### src/design/amp_prot_pkg.sv
// Shared constants and types for the amplifier protection monitor.
// Assumes a 50 MHz ref_clk and a register port driven by a bus engine.
package amp_prot_pkg;
  localparam int          NUM_CH          = 4;
  localparam int          CLK_MHZ         = 50;
  // Overcurrent shutdown window, in microseconds
  localparam int          OC_MIN_US       = 200;
  localparam int          OC_MAX_US       = 390;
  // Both ends scale exactly to cycles; shutdown sits at their midpoint
  localparam int          OC_MIN_CYC      = OC_MIN_US * CLK_MHZ;
  localparam int          OC_MAX_CYC      = OC_MAX_US * CLK_MHZ;
  localparam int          OC_SHUT_CYC     = (OC_MIN_CYC + OC_MAX_CYC) / 2;
  localparam int          OC_CNT_W        = 15;
  localparam int          TEMP_HYST_C     = 10;
  localparam int          DC_CNT_W        = 16;
  // Register offsets
  localparam logic [7:0]  REG_FAULT       = 8'h00;
  localparam logic [7:0]  REG_SUPPLY      = 8'h01;
  localparam logic [7:0]  REG_DCFAULT     = 8'h02;
  localparam logic [7:0]  REG_TEMP        = 8'h04;
  localparam logic [7:0]  REG_WARNCFG     = 8'h0a;
  localparam logic [7:0]  REG_DCLEVEL     = 8'h0b;
  localparam logic [7:0]  REG_PLAY        = 8'h0c;
  localparam logic [7:0]  REG_DCTIME      = 8'h0d;
  localparam logic [7:0]  REG_CLEAR       = 8'h0e;
  // Field positions
  localparam int          TW_BIT0         = 5;
  localparam int          TSD_BIT         = 4;
  localparam int          UV_PS_BIT       = 0;
  localparam int          UV_AN_BIT       = 1;
  localparam int          UV_CP_BIT       = 2;
  localparam int          OV_BIT          = 3;
  localparam int          DCSD_EN_BIT     = 2;
  // Reset values
  localparam logic [1:0]  WARN_MODE_RST   = 2'h1;
  localparam logic        DCSD_EN_RST     = 1'b0;
  localparam logic [7:0]  DC_LEVEL_RST    = 8'h40;
  localparam logic [7:0]  DC_TIME_RST     = 8'h10;
  localparam int          DC_TIME_SHIFT   = 8;

  typedef enum logic [1:0] {
    WARN_CLIP  = 2'h0,
    WARN_TEMP  = 2'h1,
    WARN_BOTH  = 2'h2,
    WARN_TWEET = 2'h3
  } warn_mode_type;

  typedef struct packed {
    logic       wrEn;
    logic       rdEn;
    logic [7:0] addr;
    logic [7:0] wdata;
  } reg_req_type;

  typedef struct packed {
    logic [NUM_CH-1:0] avgOver;
    logic [NUM_CH-1:0] peakOver;
    logic [NUM_CH-1:0] severe;
    logic [NUM_CH-1:0] fullDuty;
    logic [NUM_CH-1:0] tweetHit;
  } ch_sense_type;

  typedef struct packed {
    logic uvPower;
    logic uvAnalog;
    logic uvPump;
    logic ovPower;
    logic porLow;
  } supply_sense_type;
endpackage

### src/design/sync3.sv
// Three-stage input synchroniser with agreement filter.
// Assumes asynchronous inputs; output changes when stages two and three agree.
`timescale 1ns/1ps
`default_nettype none
module sync3 #(
  parameter int W = 1
) (
  input  wire logic         ref_clk,  // Clock
  input  wire logic         reset,    // Sync reset, high
  input  wire logic [W-1:0] din,      // Async input
  output logic      [W-1:0] dout      // Filtered output
);
  logic [W-1:0] s1_ff, s2_ff, s3_ff, out_ff;
  logic [W-1:0] nxt_out;

  always_comb begin
    nxt_out = out_ff;
    for (int i = 0; i < W; i++) begin
      if (s2_ff[i] == s3_ff[i]) begin
        nxt_out[i] = s3_ff[i];
      end
    end
  end

  always_ff @(posedge ref_clk) begin
    if (reset) begin
      s1_ff  <= '0;
      s2_ff  <= '0;
      s3_ff  <= '0;
      out_ff <= '0;
    end else begin
      s1_ff  <= din;
      s2_ff  <= s1_ff;
      s3_ff  <= s2_ff;
      out_ff <= nxt_out;
    end
  end

  assign dout = out_ff;
endmodule
`default_nettype wire

### src/design/amp_protection_fault_monitor.sv
// Protection and fault monitor for a four-channel class-D amplifier.
// Assumes analog comparators on async inputs and a byte register port
// fed by an external serial bus engine.
// Functional notes
// - Average overcurrent trims the pulse; channels keep playing.
// - Severe peak short shuts its channel within 200 to 390 us.
// - Overcurrent shutdown sets fault pin and per-channel status bit.
// - Non-severe peak overcurrent limits only; recovers by itself.
// - DC detect fires when offset holds at level for programmed time.
// - DC shutdown option is off after reset; software can toggle it.
// - Enabled DC shutdown stops the triggered channel and sets fault.
// - Clip indication follows any channel at full duty cycle.
// - Warning pin source: clip, temperature, both, or tweeter detect.
// - Warning pin reports temperature warning after reset.
// - Temperature mode asserts the pin at the first warning level.
// - Three thresholds, each releasing 10 C below its set point.
// - Threshold flags live in bits 5 to 7 of temperature_warning_status.
// - Overtemperature shutdown floats all outputs and sets fault.
// - Register port stays alive during overtemperature shutdown.
// - First warning stays until temperature drops 10 C below level one.
// - Thermal foldback lowers channel gain at high temperature.
// - Undervoltage sets fault and the bit of the causing supply.
// - Power-on reset floats the bus; host must reprogram after.
// - Overvoltage sets fault and its status bit.
// - Faults move outputs straight to high impedance, no ramp.
// - Host clears latched faults and returns channels to play.
`timescale 1ns/1ps
`default_nettype none
module amp_protection_fault_monitor (
  input  wire logic                          ref_clk,     // 50 MHz clock
  input  wire logic                          reset,       // Sync reset, high
  input  wire amp_prot_pkg::reg_req_type     regReq,      // Register access
  output logic [7:0]                         regRdata,    // Read data
  output logic                               regAck,      // Access done
  input  wire amp_prot_pkg::ch_sense_type    chSense,     // Channel sense
  input  wire amp_prot_pkg::supply_sense_type supSense,   // Supply sense
  input  wire logic [7:0]                    dcOffset,    // Offset magnitude
  input  wire logic                          dcChValid,   // Offset sample strobe
  input  wire logic [1:0]                    dcCh,        // Offset channel
  input  wire logic [7:0]                    dieTemp,     // Die temp, deg C
  input  wire logic [7:0]                    twLevel1,    // Warning level 1
  input  wire logic [7:0]                    twLevel2,    // Warning level 2
  input  wire logic [7:0]                    twLevel3,    // Warning level 3
  input  wire logic [7:0]                    tsdLevel,    // Shutdown level
  output logic [3:0]                         pulseCut,    // Cut PWM pulse
  output logic [3:0]                         chPlay,      // Channel switching
  output logic [3:0]                         chHiZ,       // Channel floated
  output logic                               gainFold,    // Gain foldback
  output logic                               faultN,      // Fault pin, low
  output logic                               warnN,       // Warning pin, low
  output logic                               busRelease,  // Float bus pins
  output logic                               porSeen      // Needs reprogram
);
  localparam int NC = amp_prot_pkg::NUM_CH;

  // Async comparators all pass the three-stage filter
  localparam int SW = 5 * NC + 5;
  logic [SW-1:0] senseRaw, senseSync;
  amp_prot_pkg::ch_sense_type     chS;
  amp_prot_pkg::supply_sense_type supS;

  assign senseRaw = {chSense, supSense};

  sync3 #(.W(SW)) uSync (
    .ref_clk (ref_clk),
    .reset   (reset),
    .din     (senseRaw),
    .dout    (senseSync)
  );

  assign chS  = senseSync[SW-1:5];
  assign supS = senseSync[4:0];

  // Hysteresis compare used for each temperature warning threshold
  function automatic logic hyst(input logic prev, input logic [7:0] t,
                                input logic [7:0] lvl);
    logic [8:0] rel;
    rel = {1'b0, lvl} - 9'(amp_prot_pkg::TEMP_HYST_C);
    if (t >= lvl) begin
      hyst = 1'b1;
    end else if (rel[8] || ({1'b0, t} < rel)) begin
      hyst = 1'b0;
    end else begin
      hyst = prev;
    end
  endfunction

  // State
  logic [3:0]                  ocFault_ff, nxt_ocFault;
  logic [3:0]                  dcFault_ff, nxt_dcFault;
  logic [3:0]                  dcTrip_ff, nxt_dcTrip;
  logic [3:0]                  play_ff, nxt_play;
  logic [4:0]                  supFault_ff, nxt_supFault;
  logic [2:0]                  tw_ff, nxt_tw;
  logic                        tsdOn_ff, nxt_tsdOn;
  logic                        porSeen_ff, nxt_porSeen;
  amp_prot_pkg::warn_mode_type mode_ff, nxt_mode;
  logic                        dcsdEn_ff, nxt_dcsdEn;
  logic [7:0]                  dcLevel_ff, nxt_dcLevel;
  logic [7:0]                  dcTime_ff, nxt_dcTime;
  logic [7:0]                  rdata_ff, nxt_rdata;
  logic                        ack_ff, nxt_ack;
  logic [amp_prot_pkg::OC_CNT_W-1:0] ocCnt_ff [NC];
  logic [amp_prot_pkg::OC_CNT_W-1:0] nxt_ocCnt [NC];
  logic [amp_prot_pkg::DC_CNT_W-1:0] dcCnt_ff [NC];
  logic [amp_prot_pkg::DC_CNT_W-1:0] nxt_dcCnt [NC];
  logic [7:0]                  outFlags_ff, nxt_outFlags;

  logic                        wrHit, anyLatched, clipAny, tempWarn;
  logic [amp_prot_pkg::DC_CNT_W-1:0] dcLimit;

  assign wrHit    = regReq.wrEn;
  assign clipAny  = |chS.fullDuty;
  assign tempWarn = tw_ff[0];
  assign dcLimit  = amp_prot_pkg::DC_CNT_W'({dcTime_ff,
                    amp_prot_pkg::DC_TIME_SHIFT'(0)});
  assign anyLatched = (|ocFault_ff) || (|dcFault_ff) || (|supFault_ff[3:0])
                      || tsdOn_ff;

  // Protection state
  always_comb begin
    nxt_ocFault  = ocFault_ff;
    nxt_dcFault  = dcFault_ff;
    nxt_dcTrip   = dcTrip_ff;
    nxt_play     = play_ff;
    nxt_supFault = supFault_ff;
    nxt_tw       = tw_ff;
    nxt_tsdOn    = tsdOn_ff;
    nxt_porSeen  = porSeen_ff;
    nxt_ocCnt    = ocCnt_ff;
    nxt_dcCnt    = dcCnt_ff;

    // Software clears first, so a same-cycle event below still wins
    if (wrHit && regReq.addr == amp_prot_pkg::REG_CLEAR) begin
      nxt_ocFault  = ocFault_ff & ~regReq.wdata[3:0];
      nxt_dcFault  = dcFault_ff & ~regReq.wdata[3:0];
      nxt_dcTrip   = dcTrip_ff & ~regReq.wdata[3:0];
      if (regReq.wdata[7]) begin
        nxt_supFault = 5'h00;
        nxt_tsdOn    = 1'b0;
        nxt_porSeen  = 1'b0;
      end
    end
    if (wrHit && regReq.addr == amp_prot_pkg::REG_PLAY) begin
      nxt_play = regReq.wdata[3:0];
    end

    for (int c = 0; c < NC; c++) begin
      // Only a persistent severe short counts; plain peak limit recovers
      if (chS.severe[c] && play_ff[c]) begin
        if (ocCnt_ff[c] >= amp_prot_pkg::OC_CNT_W'(
              amp_prot_pkg::OC_SHUT_CYC - 1)) begin
          nxt_ocFault[c] = 1'b1;
          nxt_play[c]    = 1'b0;
          nxt_ocCnt[c]   = '0;
        end else begin
          nxt_ocCnt[c] = ocCnt_ff[c] + 1'b1;
        end
      end else begin
        nxt_ocCnt[c] = '0;
      end
      if (dcChValid && dcCh == 2'(c)) begin
        if (dcOffset >= dcLevel_ff && play_ff[c]) begin
          if (dcCnt_ff[c] >= dcLimit) begin
            nxt_dcTrip[c] = 1'b1;
            if (dcsdEn_ff) begin
              nxt_dcFault[c] = 1'b1;
              nxt_play[c]    = 1'b0;
            end
          end else begin
            nxt_dcCnt[c] = dcCnt_ff[c] + 1'b1;
          end
        end else begin
          nxt_dcCnt[c] = '0;
        end
      end
    end

    nxt_tw[0] = hyst(tw_ff[0], dieTemp, twLevel1);
    nxt_tw[1] = hyst(tw_ff[1], dieTemp, twLevel2);
    nxt_tw[2] = hyst(tw_ff[2], dieTemp, twLevel3);

    if (dieTemp >= tsdLevel) begin
      nxt_tsdOn = 1'b1;
      nxt_play  = 4'h0;
    end
    if (supS.uvPower) begin
      nxt_supFault[amp_prot_pkg::UV_PS_BIT] = 1'b1;
    end
    if (supS.uvAnalog) begin
      nxt_supFault[amp_prot_pkg::UV_AN_BIT] = 1'b1;
    end
    if (supS.uvPump) begin
      nxt_supFault[amp_prot_pkg::UV_CP_BIT] = 1'b1;
    end
    if (supS.ovPower) begin
      nxt_supFault[amp_prot_pkg::OV_BIT] = 1'b1;
    end
    if (supS.uvPower || supS.uvAnalog || supS.uvPump || supS.ovPower) begin
      nxt_play = 4'h0;
    end
    if (supS.porLow) begin
      nxt_porSeen = 1'b1;
      nxt_play    = 4'h0;
    end
  end

  always_ff @(posedge ref_clk) begin
    if (reset) begin
      ocFault_ff  <= 4'h0;
      dcFault_ff  <= 4'h0;
      dcTrip_ff   <= 4'h0;
      play_ff     <= 4'h0;
      supFault_ff <= 5'h00;
      tw_ff       <= 3'h0;
      tsdOn_ff    <= 1'b0;
      porSeen_ff  <= 1'b0;
      for (int c = 0; c < NC; c++) begin
        ocCnt_ff[c] <= '0;
        dcCnt_ff[c] <= '0;
      end
    end else begin
      ocFault_ff  <= nxt_ocFault;
      dcFault_ff  <= nxt_dcFault;
      dcTrip_ff   <= nxt_dcTrip;
      play_ff     <= nxt_play;
      supFault_ff <= nxt_supFault;
      tw_ff       <= nxt_tw;
      tsdOn_ff    <= nxt_tsdOn;
      porSeen_ff  <= nxt_porSeen;
      ocCnt_ff    <= nxt_ocCnt;
      dcCnt_ff    <= nxt_dcCnt;
    end
  end

  // Register port; served by logic clocked here, so it stays up in shutdown
  always_comb begin
    nxt_mode    = mode_ff;
    nxt_dcsdEn  = dcsdEn_ff;
    nxt_dcLevel = dcLevel_ff;
    nxt_dcTime  = dcTime_ff;
    nxt_rdata   = rdata_ff;
    nxt_ack     = regReq.wrEn || regReq.rdEn;
    if (wrHit) begin
      case (regReq.addr)
        amp_prot_pkg::REG_WARNCFG: begin
          nxt_mode   = amp_prot_pkg::warn_mode_type'(regReq.wdata[1:0]);
          nxt_dcsdEn = regReq.wdata[amp_prot_pkg::DCSD_EN_BIT];
        end
        amp_prot_pkg::REG_DCLEVEL: nxt_dcLevel = regReq.wdata;
        amp_prot_pkg::REG_DCTIME:  nxt_dcTime  = regReq.wdata;
        default: ;
      endcase
    end
    if (regReq.rdEn) begin
      case (regReq.addr)
        amp_prot_pkg::REG_FAULT:   nxt_rdata = {dcFault_ff, ocFault_ff};
        amp_prot_pkg::REG_SUPPLY:  nxt_rdata = {2'h0, porSeen_ff,
                                                supFault_ff};
        amp_prot_pkg::REG_DCFAULT: nxt_rdata = {4'h0, dcTrip_ff};
        amp_prot_pkg::REG_TEMP:    nxt_rdata = {tw_ff, tsdOn_ff,
                                                4'h0};
        amp_prot_pkg::REG_WARNCFG: nxt_rdata = {5'h00, dcsdEn_ff, mode_ff};
        amp_prot_pkg::REG_DCLEVEL: nxt_rdata = dcLevel_ff;
        amp_prot_pkg::REG_PLAY:    nxt_rdata = {4'h0, play_ff};
        amp_prot_pkg::REG_DCTIME:  nxt_rdata = dcTime_ff;
        default:                   nxt_rdata = 8'h00;
      endcase
    end
  end

  always_ff @(posedge ref_clk) begin
    if (reset) begin
      mode_ff    <= amp_prot_pkg::warn_mode_type'(
                    amp_prot_pkg::WARN_MODE_RST);
      dcsdEn_ff  <= amp_prot_pkg::DCSD_EN_RST;
      dcLevel_ff <= amp_prot_pkg::DC_LEVEL_RST;
      dcTime_ff  <= amp_prot_pkg::DC_TIME_RST;
      rdata_ff   <= 8'h00;
      ack_ff     <= 1'b0;
    end else begin
      mode_ff    <= nxt_mode;
      dcsdEn_ff  <= nxt_dcsdEn;
      dcLevel_ff <= nxt_dcLevel;
      dcTime_ff  <= nxt_dcTime;
      rdata_ff   <= nxt_rdata;
      ack_ff     <= nxt_ack;
    end
  end

  // Pin outputs, registered
  always_comb begin
    logic warn;
    warn = 1'b0;
    case (mode_ff)
      amp_prot_pkg::WARN_CLIP:  warn = clipAny;
      amp_prot_pkg::WARN_TEMP:  warn = tempWarn;
      amp_prot_pkg::WARN_BOTH:  warn = clipAny || tempWarn;
      amp_prot_pkg::WARN_TWEET: warn = |chS.tweetHit;
      default:                  warn = 1'b0;
    endcase
    nxt_outFlags = {2'h0, supS.porLow, tw_ff[1], anyLatched, warn, 2'h0};
  end

  always_ff @(posedge ref_clk) begin
    if (reset) begin
      outFlags_ff <= 8'h00;
    end else begin
      outFlags_ff <= nxt_outFlags;
    end
  end

  assign pulseCut   = chS.avgOver | chS.peakOver;
  assign chPlay     = play_ff;
  assign chHiZ      = ~play_ff;
  assign gainFold   = outFlags_ff[4];
  assign faultN     = ~outFlags_ff[3];
  assign warnN      = ~outFlags_ff[2];
  assign busRelease = outFlags_ff[5];
  assign porSeen    = porSeen_ff;
  assign regRdata   = rdata_ff;
  assign regAck     = ack_ff;
endmodule
`default_nettype wire

### config.mk
export PLATFORM = sky130hd
export DESIGN_NAME = amp_protection_fault_monitor
export DESIGN_NICKNAME = d
export VERILOG_FILES = /design/src/design/amp_prot_pkg.sv /design/src/design/sync3.sv /design/src/design/amp_protection_fault_monitor.sv
export SDC_FILE = /design/constraint.sdc
export NUM_CORES = 1
export LEC_CHECK = 0
export ABC_CLOCK_PERIOD_IN_PS = 2300
export BUFFER_PORTS_ARGS = -buffer_cell sky130_fd_sc_hd__buf_2
export CAP_MARGIN = 20
export CORE_ASPECT_RATIO = 0.5
export CORE_MARGIN = 2
export CORE_UTILIZATION = 54
export DETAILED_ROUTE_END_ITERATION = 8
export GPL_TIMING_DRIVEN = 0
export PLACE_DENSITY = 0.76
export SETUP_SLACK_MARGIN = 0.4
export SLEW_MARGIN = 20
export SYNTH_ARGS = -nofsm -noshare
export SYNTH_HDL_FRONTEND = slang
export SYNTH_SLANG_ARGS = --single-unit
### constraint.sdc
create_clock -name ref_clk -period 2.3 [get_ports ref_clk]
set_input_delay 0 -clock ref_clk [delete_from_list [all_inputs] [get_ports ref_clk]]
set_output_delay 0 -clock ref_clk [all_outputs]
set_load 0.02 [all_outputs]
==> flow_summary_export.csv, run 1 <==
group,metric,value,unit
placement,dp_slack,-0.309,ns
detailed_routing,drt_iter0_drc,1240,
sta,slew-limit-headroom,9.28,%
final_layout,drive_gt1_share,27.3,%
final_layout,layout.nets,2025,
sta,fin_ws,-0.217,ns
sta,grt_setup_unrepaired,"true",
grt,grt_max_degree,18,
floorplan,initial_core_util,55.8,%
floorplan,rows,40,
sta,fmax,0.397,GHz
clocking,clk_latency,0.55,ns
detailed_routing,ant_nets,0,
run_status,status,"finished, violations left",
placement,io_buffers,118,
placement,dp_cells,2006,
logic_synthesis,syn_area_per_cell,8.77,µm²
hold_path,hp-class,"in2reg",
final_layout,stdcell_count,2173,
placement,routabilityCongestion,0.911,
critical_path,endpoint_kind,"register",
final_layout,area_delta_synth_final,35.4,%
grt,overflow,0,
sta,hold_viol,0,
floorplan,design.die.area,26500,µm²
detailed_routing,route.detailed.drc,0,
logic_synthesis,synthTopCellsByCount,"281 x dfxtp_1, 142 x nor2_1, 135 x nand2_1",
logic_synthesis,synth_edf_count,0,
clocking,cts.path.max_buffers,3,
run_status,violations,"negative setup slack",
floorplan,die_w,228,µm
power,switchingPower,2.47,mW
grt,antenna_found_initial,1,
logic_synthesis,synthArstFlopShare,0,%
sta,clock_skew,0.0164,ns
sta,worstMarginPinSlew,1.36,ns
power,swShare,23.7,%
final_layout,fill_cells,1548,
flow_run,maxCapViolCount,0,
floorplan,core_area,24300,µm²
detailed_routing,drt_first_pass_iters,6,
power,clock_power_share,44.6,%
sta,fin_crit_sh,109,%
detailed_routing,viasPerCell,6.02,
power,p_int,7.95,mW
logic_synthesis,ys_warn_count,0,
logic_synthesis,synth.top_cell.area_share,41.4,%
power,seqPwrFrac,47.6,%
power,vdd_ir_drop_max,0.668,mV
clocking,cts-htree-levels,1,
clocking,clock-sinks,281,
floorplan,die_h,116,µm
power,p_per_area,567,nW/µm²
floorplan,num_io_pins,122,
critical_path,critPathMaxFanout,7,
logic_synthesis,synth.yosys.seq_area_share,41.4,%
clocking,cts_tree,"done",
logic_synthesis,synthCells,1549,
clocking,cts_buffers,25,
detailed_routing,routedWlPerCell,19.4,µm
critical_path,path_class,"reg2reg",
placement,dp_hpwl,26.3,mm
grt,grt_pass1_vias,12700,
sta,finalSetupViolCount,43,
logic_synthesis,synthTopCellsByArea,"dfxtp_1 41%, ha_1 10%, a21oi_1 4.4%",
grt,grt_first_pass_wirelength,63.2,mm
logic_synthesis,netlist_area,13600,µm²
sta,period_needed,2.52,ns
logic_synthesis,yosys.area.top_type,"dfxtp_1",
clocking,cts_root_buf,"clkbuf_16",
logic_synthesis,synth_top_flop_cell,"dfxtp_1",
detailed_routing,drt_wl_total,42.1,mm
critical_path,startpoint_type,"register",
power,leakagePower,6.85,nW
grt,track_usage,29.3,%
critical_path,arrival,3.00,ns
logic_synthesis,synth_cell_types,66,
logic_synthesis,synth_seq_cells,281,
detailed_routing,dr_total_vias,13100,
sta,slew_viol_final,0,
power,power_frac_comb,7.7,%
clocking,clk_pin_slew_worst_paths,0.07,ns
critical_path,required,2.78,ns
final_layout,fin_util,75.6,%
logic_synthesis,synth_most_common_cell,"dfxtp_1",
-- sequential cells by signal, summed over array words and instances (netlist names), 8 cells and up --
signal       cells
uSync.s2_ff     25
uSync.s1_ff     25
uSync.dout      25
regRdata         8
dcTime_ff        8
dcCnt_ff        64
dcLevel_ff       8
uSync.s3_ff     25
ocCnt_ff        60
-- final timing paths --
check | start | to | slack, ns | cells past startpoint
hold reg to reg | uSync.s1_ff[12]$_SDFF_PP0_ | uSync.s2_ff[12]$_SDFF_PP0_ | 0.44 | 1
setup / recovery | dcLevel_ff[7]$_SDFFE_PP0P_ | dcCnt_ff[28]$_SDFFE_PP0P_ | -0.22 | 8
hold / removal | dieTemp[7] | tw_ff[0]$_SDFFE_PP0P_ | 0.03 | 4
setup reg to reg | dcLevel_ff[7]$_SDFFE_PP0P_ | dcCnt_ff[28]$_SDFFE_PP0P_ | -0.22 | 8
-- layout by cell type, fill, tap and decap left out, types with 12 or more instances in the layout --
cell type,count
nor4_1,15
nor2_2,13
inv_1,61
nand2_1,130
ha_1,93
o31ai_1,13
xor2_1,43
nor2_1,83
a21oi_1,94
ha_4,19
clkbuf_16,27
buf_4,31
xnor2_1,33
nand3_1,52
or4_1,15
clkbuf_1,26
o211ai_1,14
and3_1,25
dlygate4sd3_1,44
dfxtp_1,258
nor2b_1,83
buf_2,122
buf_6,32
a21oi_2,23
buf_8,17
nand4_1,29
nor2_4,46
o21ai_1,12
dfxtp_2,15
o21ai_0,62
-- cell type report --
cell class                      count  area (µm²)  area share [%]
Buffer                             51         378            2.06
Clock buffer                       28         667            3.63
Multi-Input combinational cell   1146        8840            48.1
Sequential cell                   281        5670            30.9
Inverter                           75         304            1.65
Clock inverter                     18         229            1.25
Timing Repair Buffer              237        1870            10.2
Antenna cell                        1        2.50          0.0136
Tap cell                          336         420            2.29
-- layer usage --
| metal | up-vias | wire length [µm] | GRT usage (%) |
|---|---|---|---|
| met4 | 0 | 1940 | 13.6 |
| met1 | 6303 | 16800 | 34.6 |
| met5 | - | 0 | 0 |
| met3 | 174 | 2800 | 5.57 |
| li1 | 6060 | - | - |
| met2 | 542 | 20500 | 52.8 |
-- worst max-delay path, cell delays in order (launching register included) --
cell and delay, ns:
dfxtp_2 0.33, inv_2 0.04, ha_4 0.23, a21oi_2 0.36, a31oi_1 0.26, a31oi_4 0.42
o2111ai_4 0.24, or3_4 0.39, a21oi_2 0.17
-- per-stage QoR --
| step | total power, mW | TNS, ns | hold WS [ns] | area (µm²) |
|---|---|---|---|---|
| detailed placement | 5.73 | -6.30 | 0.215 | 14900 |
| global placement | 5.70 | -4.00 | 0.212 | 14900 |
| finish | 10.4 | -2.99 | 0.0272 | 18400 |
| global route | 10.7 | -5.63 | 0.0538 | 18400 |
| floorplan | 5.46 | 0 | 0.121 | 13900 |
| CTS | 10.4 | -1.71 | 0.000890 | 17500 |
-- cell families after synthesis --
| kind of cell | after synthesis | share of synthesized area [%] |
|---|---|---|
| AND/OR/NAND/NOR | 605 | 23.1 |
| AO/OA/AOI/OAI | 337 | 15.8 |
| flip-flops | 281 | 41.4 |
| buffers and inverters | 126 | 3.58 |
| adder cells (fa/ha/maj) | 112 | 10.3 |
| XOR/XNOR | 76 | 4.90 |
| multiplexers | 11 | 0.820 |
| other | 1 | 0.0276 |
-- timing repair --
action / CTS / global route
hold buffers: 45 / 0
cloned: 10 / 3
resized for setup: 183 / 181
setup buffers: 47 / 15
setup endpoints to repair: 135 / 149
hold endpoints to repair: 77 / 0
pin swaps: 123 / 76
-- power by group through the flow --
stage / Sequential, mW / Clock, mW / Combinational (mW)
2_1_floorplan: 5.07 / 0 / 0.388
3_3_place_gp: 5.08 / 0 / 0.619
3_5_place_dp: 5.08 / 0 / 0.651
4_1_cts: 4.96 / 4.66 / 0.751
5_1_grt: 4.96 / 4.86 / 0.880
6_report: 4.96 / 4.65 / 0.807
Note: power is estimated with default switching activity, not from simulation.
==> run 2, diff against run 1 <==
Settings changed: BUFFER_PORTS_ARGS -buffer_cell sky130_fd_sc_hd__buf_2 to default, CORE_UTILIZATION 54 to 55, DONT_BUFFER_PORTS from default to 1, PLACE_DENSITY 0.76 to 0.73.
==> run 2 against run 1 <==
Against the previous run: the flow still finishes with violations (negative setup slack); sequential share of layout area rose by 1.1 points; via count fell by 5.8%; register-to-register slack improved by 0.08 ns; first-iteration DRC count fell by 23%; clock power fell by 4.7%; final area fell by 3.2%; worst setup slack improved by 0.076 ns; total power fell by 3.1%.
==> flow_summary_export.csv, run 2 (same netlist as run 1, synthesis figures left out) <==
group,metric,value,unit
detailed_routing,dr_total_vias,12300,
clocking,cts_tree,"done",
sta,period_needed,2.44,ns
grt,overflow,0,
sta,tns,-2.40,ns
critical_path,startpoint_type,"register",
final_layout,fin_util,73.8,%
sta,slew_viol_final,0,
final_layout,drive_gt1_share,20.7,%
power,p_total,10.1,mW
placement,dp_hpwl,25.5,mm
sta,fin_crit_sh,106,%
sta,clock_skew,0.0161,ns
final_layout,final_cell_mix,"255 x dfxtp_1, 132 x nand2_1, 99 x a21oi_1, 92 x nor2_1, 91 x ha_1",
grt,met1_usage,37.1,%
grt,track_usage,29.9,%
detailed_routing,routedWlPerCell,19.1,µm
grt,grt_first_pass_wirelength,62.3,mm
floorplan,core_area,24100,µm²
critical_path,critPathMaxFanout,8,
clocking,clock-sinks,281,
detailed_routing,drt_first_pass_iters,6,
critical_path,reg2reg_depth,8,
sta,finalSetupViolCount,48,
final_layout,fin_area,17800,µm²
clocking,cts_buffers,26,
critical_path,endpoint_kind,"register",
final_layout,largest_reg_flops,64,
grt,grt_max_degree,17,
final_layout,final_common_cell,"dfxtp_1",
sta,fin_ws,-0.141,ns
placement,routabilityCongestion,0.925,
sta,fmax,0.410,GHz
placement,dpl_cell_area,14300,µm²
critical_path,path_class,"reg2reg",
floorplan,num_io_pins,122,
grt,busiest_layer,"met2",
final_layout,area_delta_synth_final,31.1,%
final_layout,diodes,0,
final_layout,stdcell_count,2075,
detailed_routing,drt_iter0_drc,950,
hold_path,hp-class,"in2reg",
grt,use_met3,5.34,%
floorplan,die_w,226,µm
floorplan,die_h,115,µm
run_status,violations,"negative setup slack",
power,leakagePower,6.38,nW
clocking,cts.path.max_buffers,3,
run_status,status,"finished, violations left",
placement,dp_slack,-0.340,ns
floorplan,design.die.area,26000,µm²
floorplan,initial_core_util,56.3,%
critical_path,required,2.74,ns
power,vdd_ir_drop_max,0.674,mV
grt,grt_pass1_vias,12200,
critical_path,arrival,2.88,ns
final_layout,top_register,"dcCnt_ff",
sta,hold_viol,0,
placement,dp_cells,1888,
sta,slew-limit-headroom,26.8,%
flow_run,maxCapViolCount,0,
sta,worstMarginPinSlew,1.09,ns
sta,grt_setup_unrepaired,"true",
final_layout,layout.nets,1928,
grt,met2_usage,52.5,%
detailed_routing,drt_wl_total,39.6,mm
clocking,cts_root_buf,"clkbuf_16",
detailed_routing,viasPerCell,5.94,
placement,io_buffers,0,
clocking,clk_latency,0.57,ns
grt,antenna_found_initial,0,
sta,whs,0.0246,ns
detailed_routing,ant_nets,0,
clocking,cts-htree-levels,1,
power,p_per_area,567,nW/µm²
clocking,clk_pin_slew_worst_paths,0.07,ns
detailed_routing,route.detailed.drc,0,
floorplan,rows,40,
hold_path,hold_depth,4,
final_layout,largestRegisters,"dcCnt_ff: 64 flops, ocCnt_ff: 60 flops",
## run 2: changes by cell type in the layout (fill, tap and decap cells not counted), sizes merged
cell | previous run | this run
dlymetal6s4s | 1 | 5
dlygate4sd3 | 44 | 73
nand2 | 136 | 135
clkinvlp | 0 | 2
inv | 77 | 75
diode | 1 | 0
bufbuf | 0 | 1
bufinv | 5 | 1
clkbuf | 60 | 77
buf | 211 | 72
clkinv | 11 | 7
## run 2: timing repair
item,in CTS,in global routing
endpoints found under the hold margin,105,2
gates cloned,9,0
setup buffers,43,10
endpoints found under the setup margin,135,150
pin swaps,133,49
gates resized for setup,193,135
hold buffers,77,2
## run 2: area by class of cell
type	count	area [µm²]
fillers	1665	6320
clock inverters	10	118
repair buffers	140	1450
plain buffers	51	364
flip-flops and latches	281	5690
multi-input cells	1145	8690
clock buffers	37	762
well taps	336	420
inverters	75	318
## run 2: per-layer routing
layer  vias up  routed length [µm]  share of wire, %
met5         -                   0                 0
met4         0                1440               3.6
met3       120                2270               5.7
met2       446               19100                48
met1      5889               16700                42
li1       5862                   -                 -
## run 2: final timing paths
| kind | start | end | slack [ns] |
|---|---|---|---|
| hold reg to reg | uSync.s1_ff[15]$_SDFF_PP0_ | uSync.s2_ff[15]$_SDFF_PP0_ | 0.44 |
| setup reg to reg | dcLevel_ff[0]$_SDFFE_PP0P_ | dcCnt_ff[44]$_SDFFE_PP0P_ | -0.14 |
| hold / removal | regReq[17] | chPlay[0]$_SDFF_PP0_ | 0.02 |
| setup / recovery | dcLevel_ff[0]$_SDFFE_PP0P_ | dcCnt_ff[44]$_SDFFE_PP0P_ | -0.14 |
## run 2: critical path, cell delays in order (launching register included)
cell and delay [ns]:
dfxtp_4 0.35, ha_4 0.20, nand2b_4 0.14, a2111o_4 0.53, a31oi_4 0.29, o21ai_4 0.13, buf_4 0.18, o31ai_2 0.39
a21oi_2 0.11
## run 2: where the power goes
group	switching, mW	internal (mW)
registers	0.0395	4.92
clock network	1.98	2.45
logic	0.385	0.311
total	2.41	7.69
==> run 3, diff against run 2 <==
Settings changed: CORE_ASPECT_RATIO 0.5 to 0.6.
==> run 3 against run 2 <==
Against the previous run: the flow still finishes with violations (negative setup slack); total power up 2.9%; critical path depth unchanged; largest cell class unchanged; first-iteration DRC count up 65%; via count up 1.8%; hold slack worse by 0.0065 ns.
==> flow_summary_export.csv, run 3 (same netlist as run 1, synthesis figures left out) <==
group,metric,value,unit
placement,dpl_cell_area,14300,µm²
critical_path,critPathMaxFanout,7,
sta,grt_setup_unrepaired,"true",
flow_run,maxCapViolCount,0,
power,power_frac_comb,6.9,%
final_layout,diodes,0,
final_layout,largestRegisters,"dcCnt_ff: 64 flops, ocCnt_ff: 60 flops",
grt,grt_pass1_vias,11700,
final_layout,layout.nets,1930,
sta,hold_viol,0,
floorplan,design.die.area,26000,µm²
critical_path,cp-endpoint,"dcCnt_ff[42]$_SDFFE_PP0P_",
detailed_routing,ant_nets,0,
floorplan,die_h,126,µm
final_layout,fin_area,17900,µm²
placement,dp_hpwl,26.2,mm
sta,slew-limit-headroom,41.0,%
sta,worstMarginPinSlew,0.886,ns
detailed_routing,drt_wl_total,41.4,mm
floorplan,initial_core_util,56.1,%
sta,fin_ws,-0.187,ns
power,clock_power_share,45.3,%
final_layout,area_delta_synth_final,32.1,%
sta,clock_skew,0.0275,ns
sta,period_needed,2.49,ns
detailed_routing,viasPerCell,6.08,
power,switchingPower,2.44,mW
sta,fmax,0.402,GHz
critical_path,cp_num_cells,8,
power,p_int,7.95,mW
placement,dp_slack,-0.478,ns
final_layout,final_common_cell,"dfxtp_1",
grt,overflow,0,
critical_path,path_cells,"ha_4 -> nand2b_4 -> a2111o_4 -> a31oi_4 -> o21ai_4 -> buf_6 -> or4_4 -> a21oi_1",
critical_path,slowest_stage,"a2111o_4",
clocking,cts_buffers,26,
clocking,cts-htree-levels,1,
detailed_routing,drt_first_pass_iters,6,
power,vdd_ir_drop_max,0.648,mV
critical_path,reg2reg_depth,8,
critical_path,endpoint_kind,"register",
floorplan,rows,44,
critical_path,crit_buf_inv,1,
power,swShare,23.5,%
placement,dp_cells,1874,
floorplan,die_w,207,µm
clocking,clock-sinks,281,
detailed_routing,routedWlPerCell,20.1,µm
detailed_routing,route.detailed.drc,0,
final_layout,fill_cells,1659,
floorplan,num_io_pins,122,
critical_path,crit_start,"dcLevel_ff[0]$_SDFFE_PP0P_",
power,leakagePower,6.47,nW
clocking,clk_latency,0.57,ns
critical_path,required,2.79,ns
grt,grt_first_pass_wirelength,63.0,mm
critical_path,cpLargestDelayFamily,"compound AO/OA/AOI/OAI gates",
placement,io_buffers,0,
critical_path,max_stage_delay,0.53,ns
power,p_total,10.4,mW
final_layout,largest_reg_flops,64,
grt,antenna_found_initial,0,
clocking,cts_tree,"done",
clocking,cts_root_buf,"clkbuf_16",
sta,slew_viol_final,0,
run_status,violations,"negative setup slack",
run_status,status,"finished, violations left",
sta,fin_crit_sh,108,%
sta,finalSetupViolCount,64,
grt,track_usage,30.3,%
power,p_per_area,579,nW/µm²
final_layout,drive_gt1_share,22.0,%
critical_path,path_class,"reg2reg",
power,seqPwrFrac,47.8,%
grt,grt_max_degree,17,
critical_path,startpoint_type,"register",
critical_path,worstReg2RegStart,"dcLevel_ff[0]$_SDFFE_PP0P_",
detailed_routing,dr_total_vias,12500,
critical_path,arrival,2.97,ns
floorplan,core_area,24200,µm²
critical_path,reg2reg_slack,-0.19,ns
final_layout,stdcell_count,2063,
critical_path,r2r-end,"dcCnt_ff[42]$_SDFFE_PP0P_",
clocking,clk_pin_slew_worst_paths,0.07,ns
detailed_routing,drt_iter0_drc,1565,
hold_path,hp-class,"in2reg",
final_layout,multi_input_comb_area,8730,µm²
final_layout,regArea,5690,µm²
clocking,cts.path.max_buffers,3,
final_layout,top_register,"dcCnt_ff",
final_layout,final_cell_mix,"254 x dfxtp_1, 129 x nand2_1, 99 x a21oi_1, 91 x ha_1, 88 x nor2_1",
sta,tns,-4.68,ns
placement,routabilityCongestion,0.949,
hold_path,hold_depth,4,
[run 3: per-stage QoR]
step / util, % / hold slack (ns)
after floorplan: - / 0.121
after global placement: 59.0 / 0.133
after detailed placement: 59.0 / 0.134
after CTS: 69.7 / 0.00161
after global routing: 74.1 / 0.0534
final: 74.1 / 0.0181
[run 3: per-layer routing]
metal  global-route usage (%)  share of wire (%)  vias up
met2                     43.3                 42      636
met3                     9.11                 11      103
met1                     44.2                 44     5913
li1                         -                  -     5884
met4                     7.68                2.5        0
met5                        0                  0        -
[run 3: power groups by stage]
stage / clock (mW) / combinational (mW) / sequential (mW)
2_1_floorplan: 0 / 0.388 / 5.07
3_3_place_gp: 0 / 0.498 / 5.08
3_5_place_dp: 0 / 0.518 / 5.08
4_1_cts: 4.72 / 0.661 / 4.96
5_1_grt: 4.96 / 0.790 / 4.96
6_report: 4.71 / 0.719 / 4.96
[run 3: cell type report]
cell class | count | share of cell area (%)
repair buffers | 141 | 8.24
multi-input cells | 1146 | 48.7
inverters | 75 | 1.72
flip-flops and latches | 281 | 31.7
well taps | 322 | 2.25
plain buffers | 51 | 2.17
clock inverters | 15 | 1.20
clock buffers | 32 | 4.03
[run 3: worst min-delay path by stage]
stage / slack, ns / start / to
2_1_floorplan: 0.12 / regReq[16] / regAck$_SDFF_PP0_
3_3_place_gp: 0.13 / chSense[13] / uSync.s1_ff[18]$_SDFF_PP0_
3_5_place_dp: 0.13 / chSense[13] / uSync.s1_ff[18]$_SDFF_PP0_
4_1_cts: 0.002 / dcCh[1] / dcCnt_ff[26]$_SDFFE_PP0P_
5_1_grt: 0.05 / dcCh[1] / dcCnt_ff[40]$_SDFFE_PP0P_
6_report: 0.02 / regReq[14] / regRdata[5]$_SDFFE_PP0P_
[run 3: repair_timing]
item | in CTS | in global routing
endpoints found under the setup margin | 135 | 162
pin swaps | 113 | 67
endpoints found under the hold margin | 106 | 0
gates cloned | 8 | 4
hold buffers | 67 | 0
resized for setup | 140 | 198
buffers inserted | 39 | 24
[run 3: worst reg2reg max path, cell delays in order (launching register included)]
cell	delay, ns
dfxtp_2	0.35
ha_4	0.19
nand2b_4	0.14
a2111o_4	0.53
a31oi_4	0.36
o21ai_4	0.15
buf_6	0.15
or4_4	0.40
a21oi_1	0.14
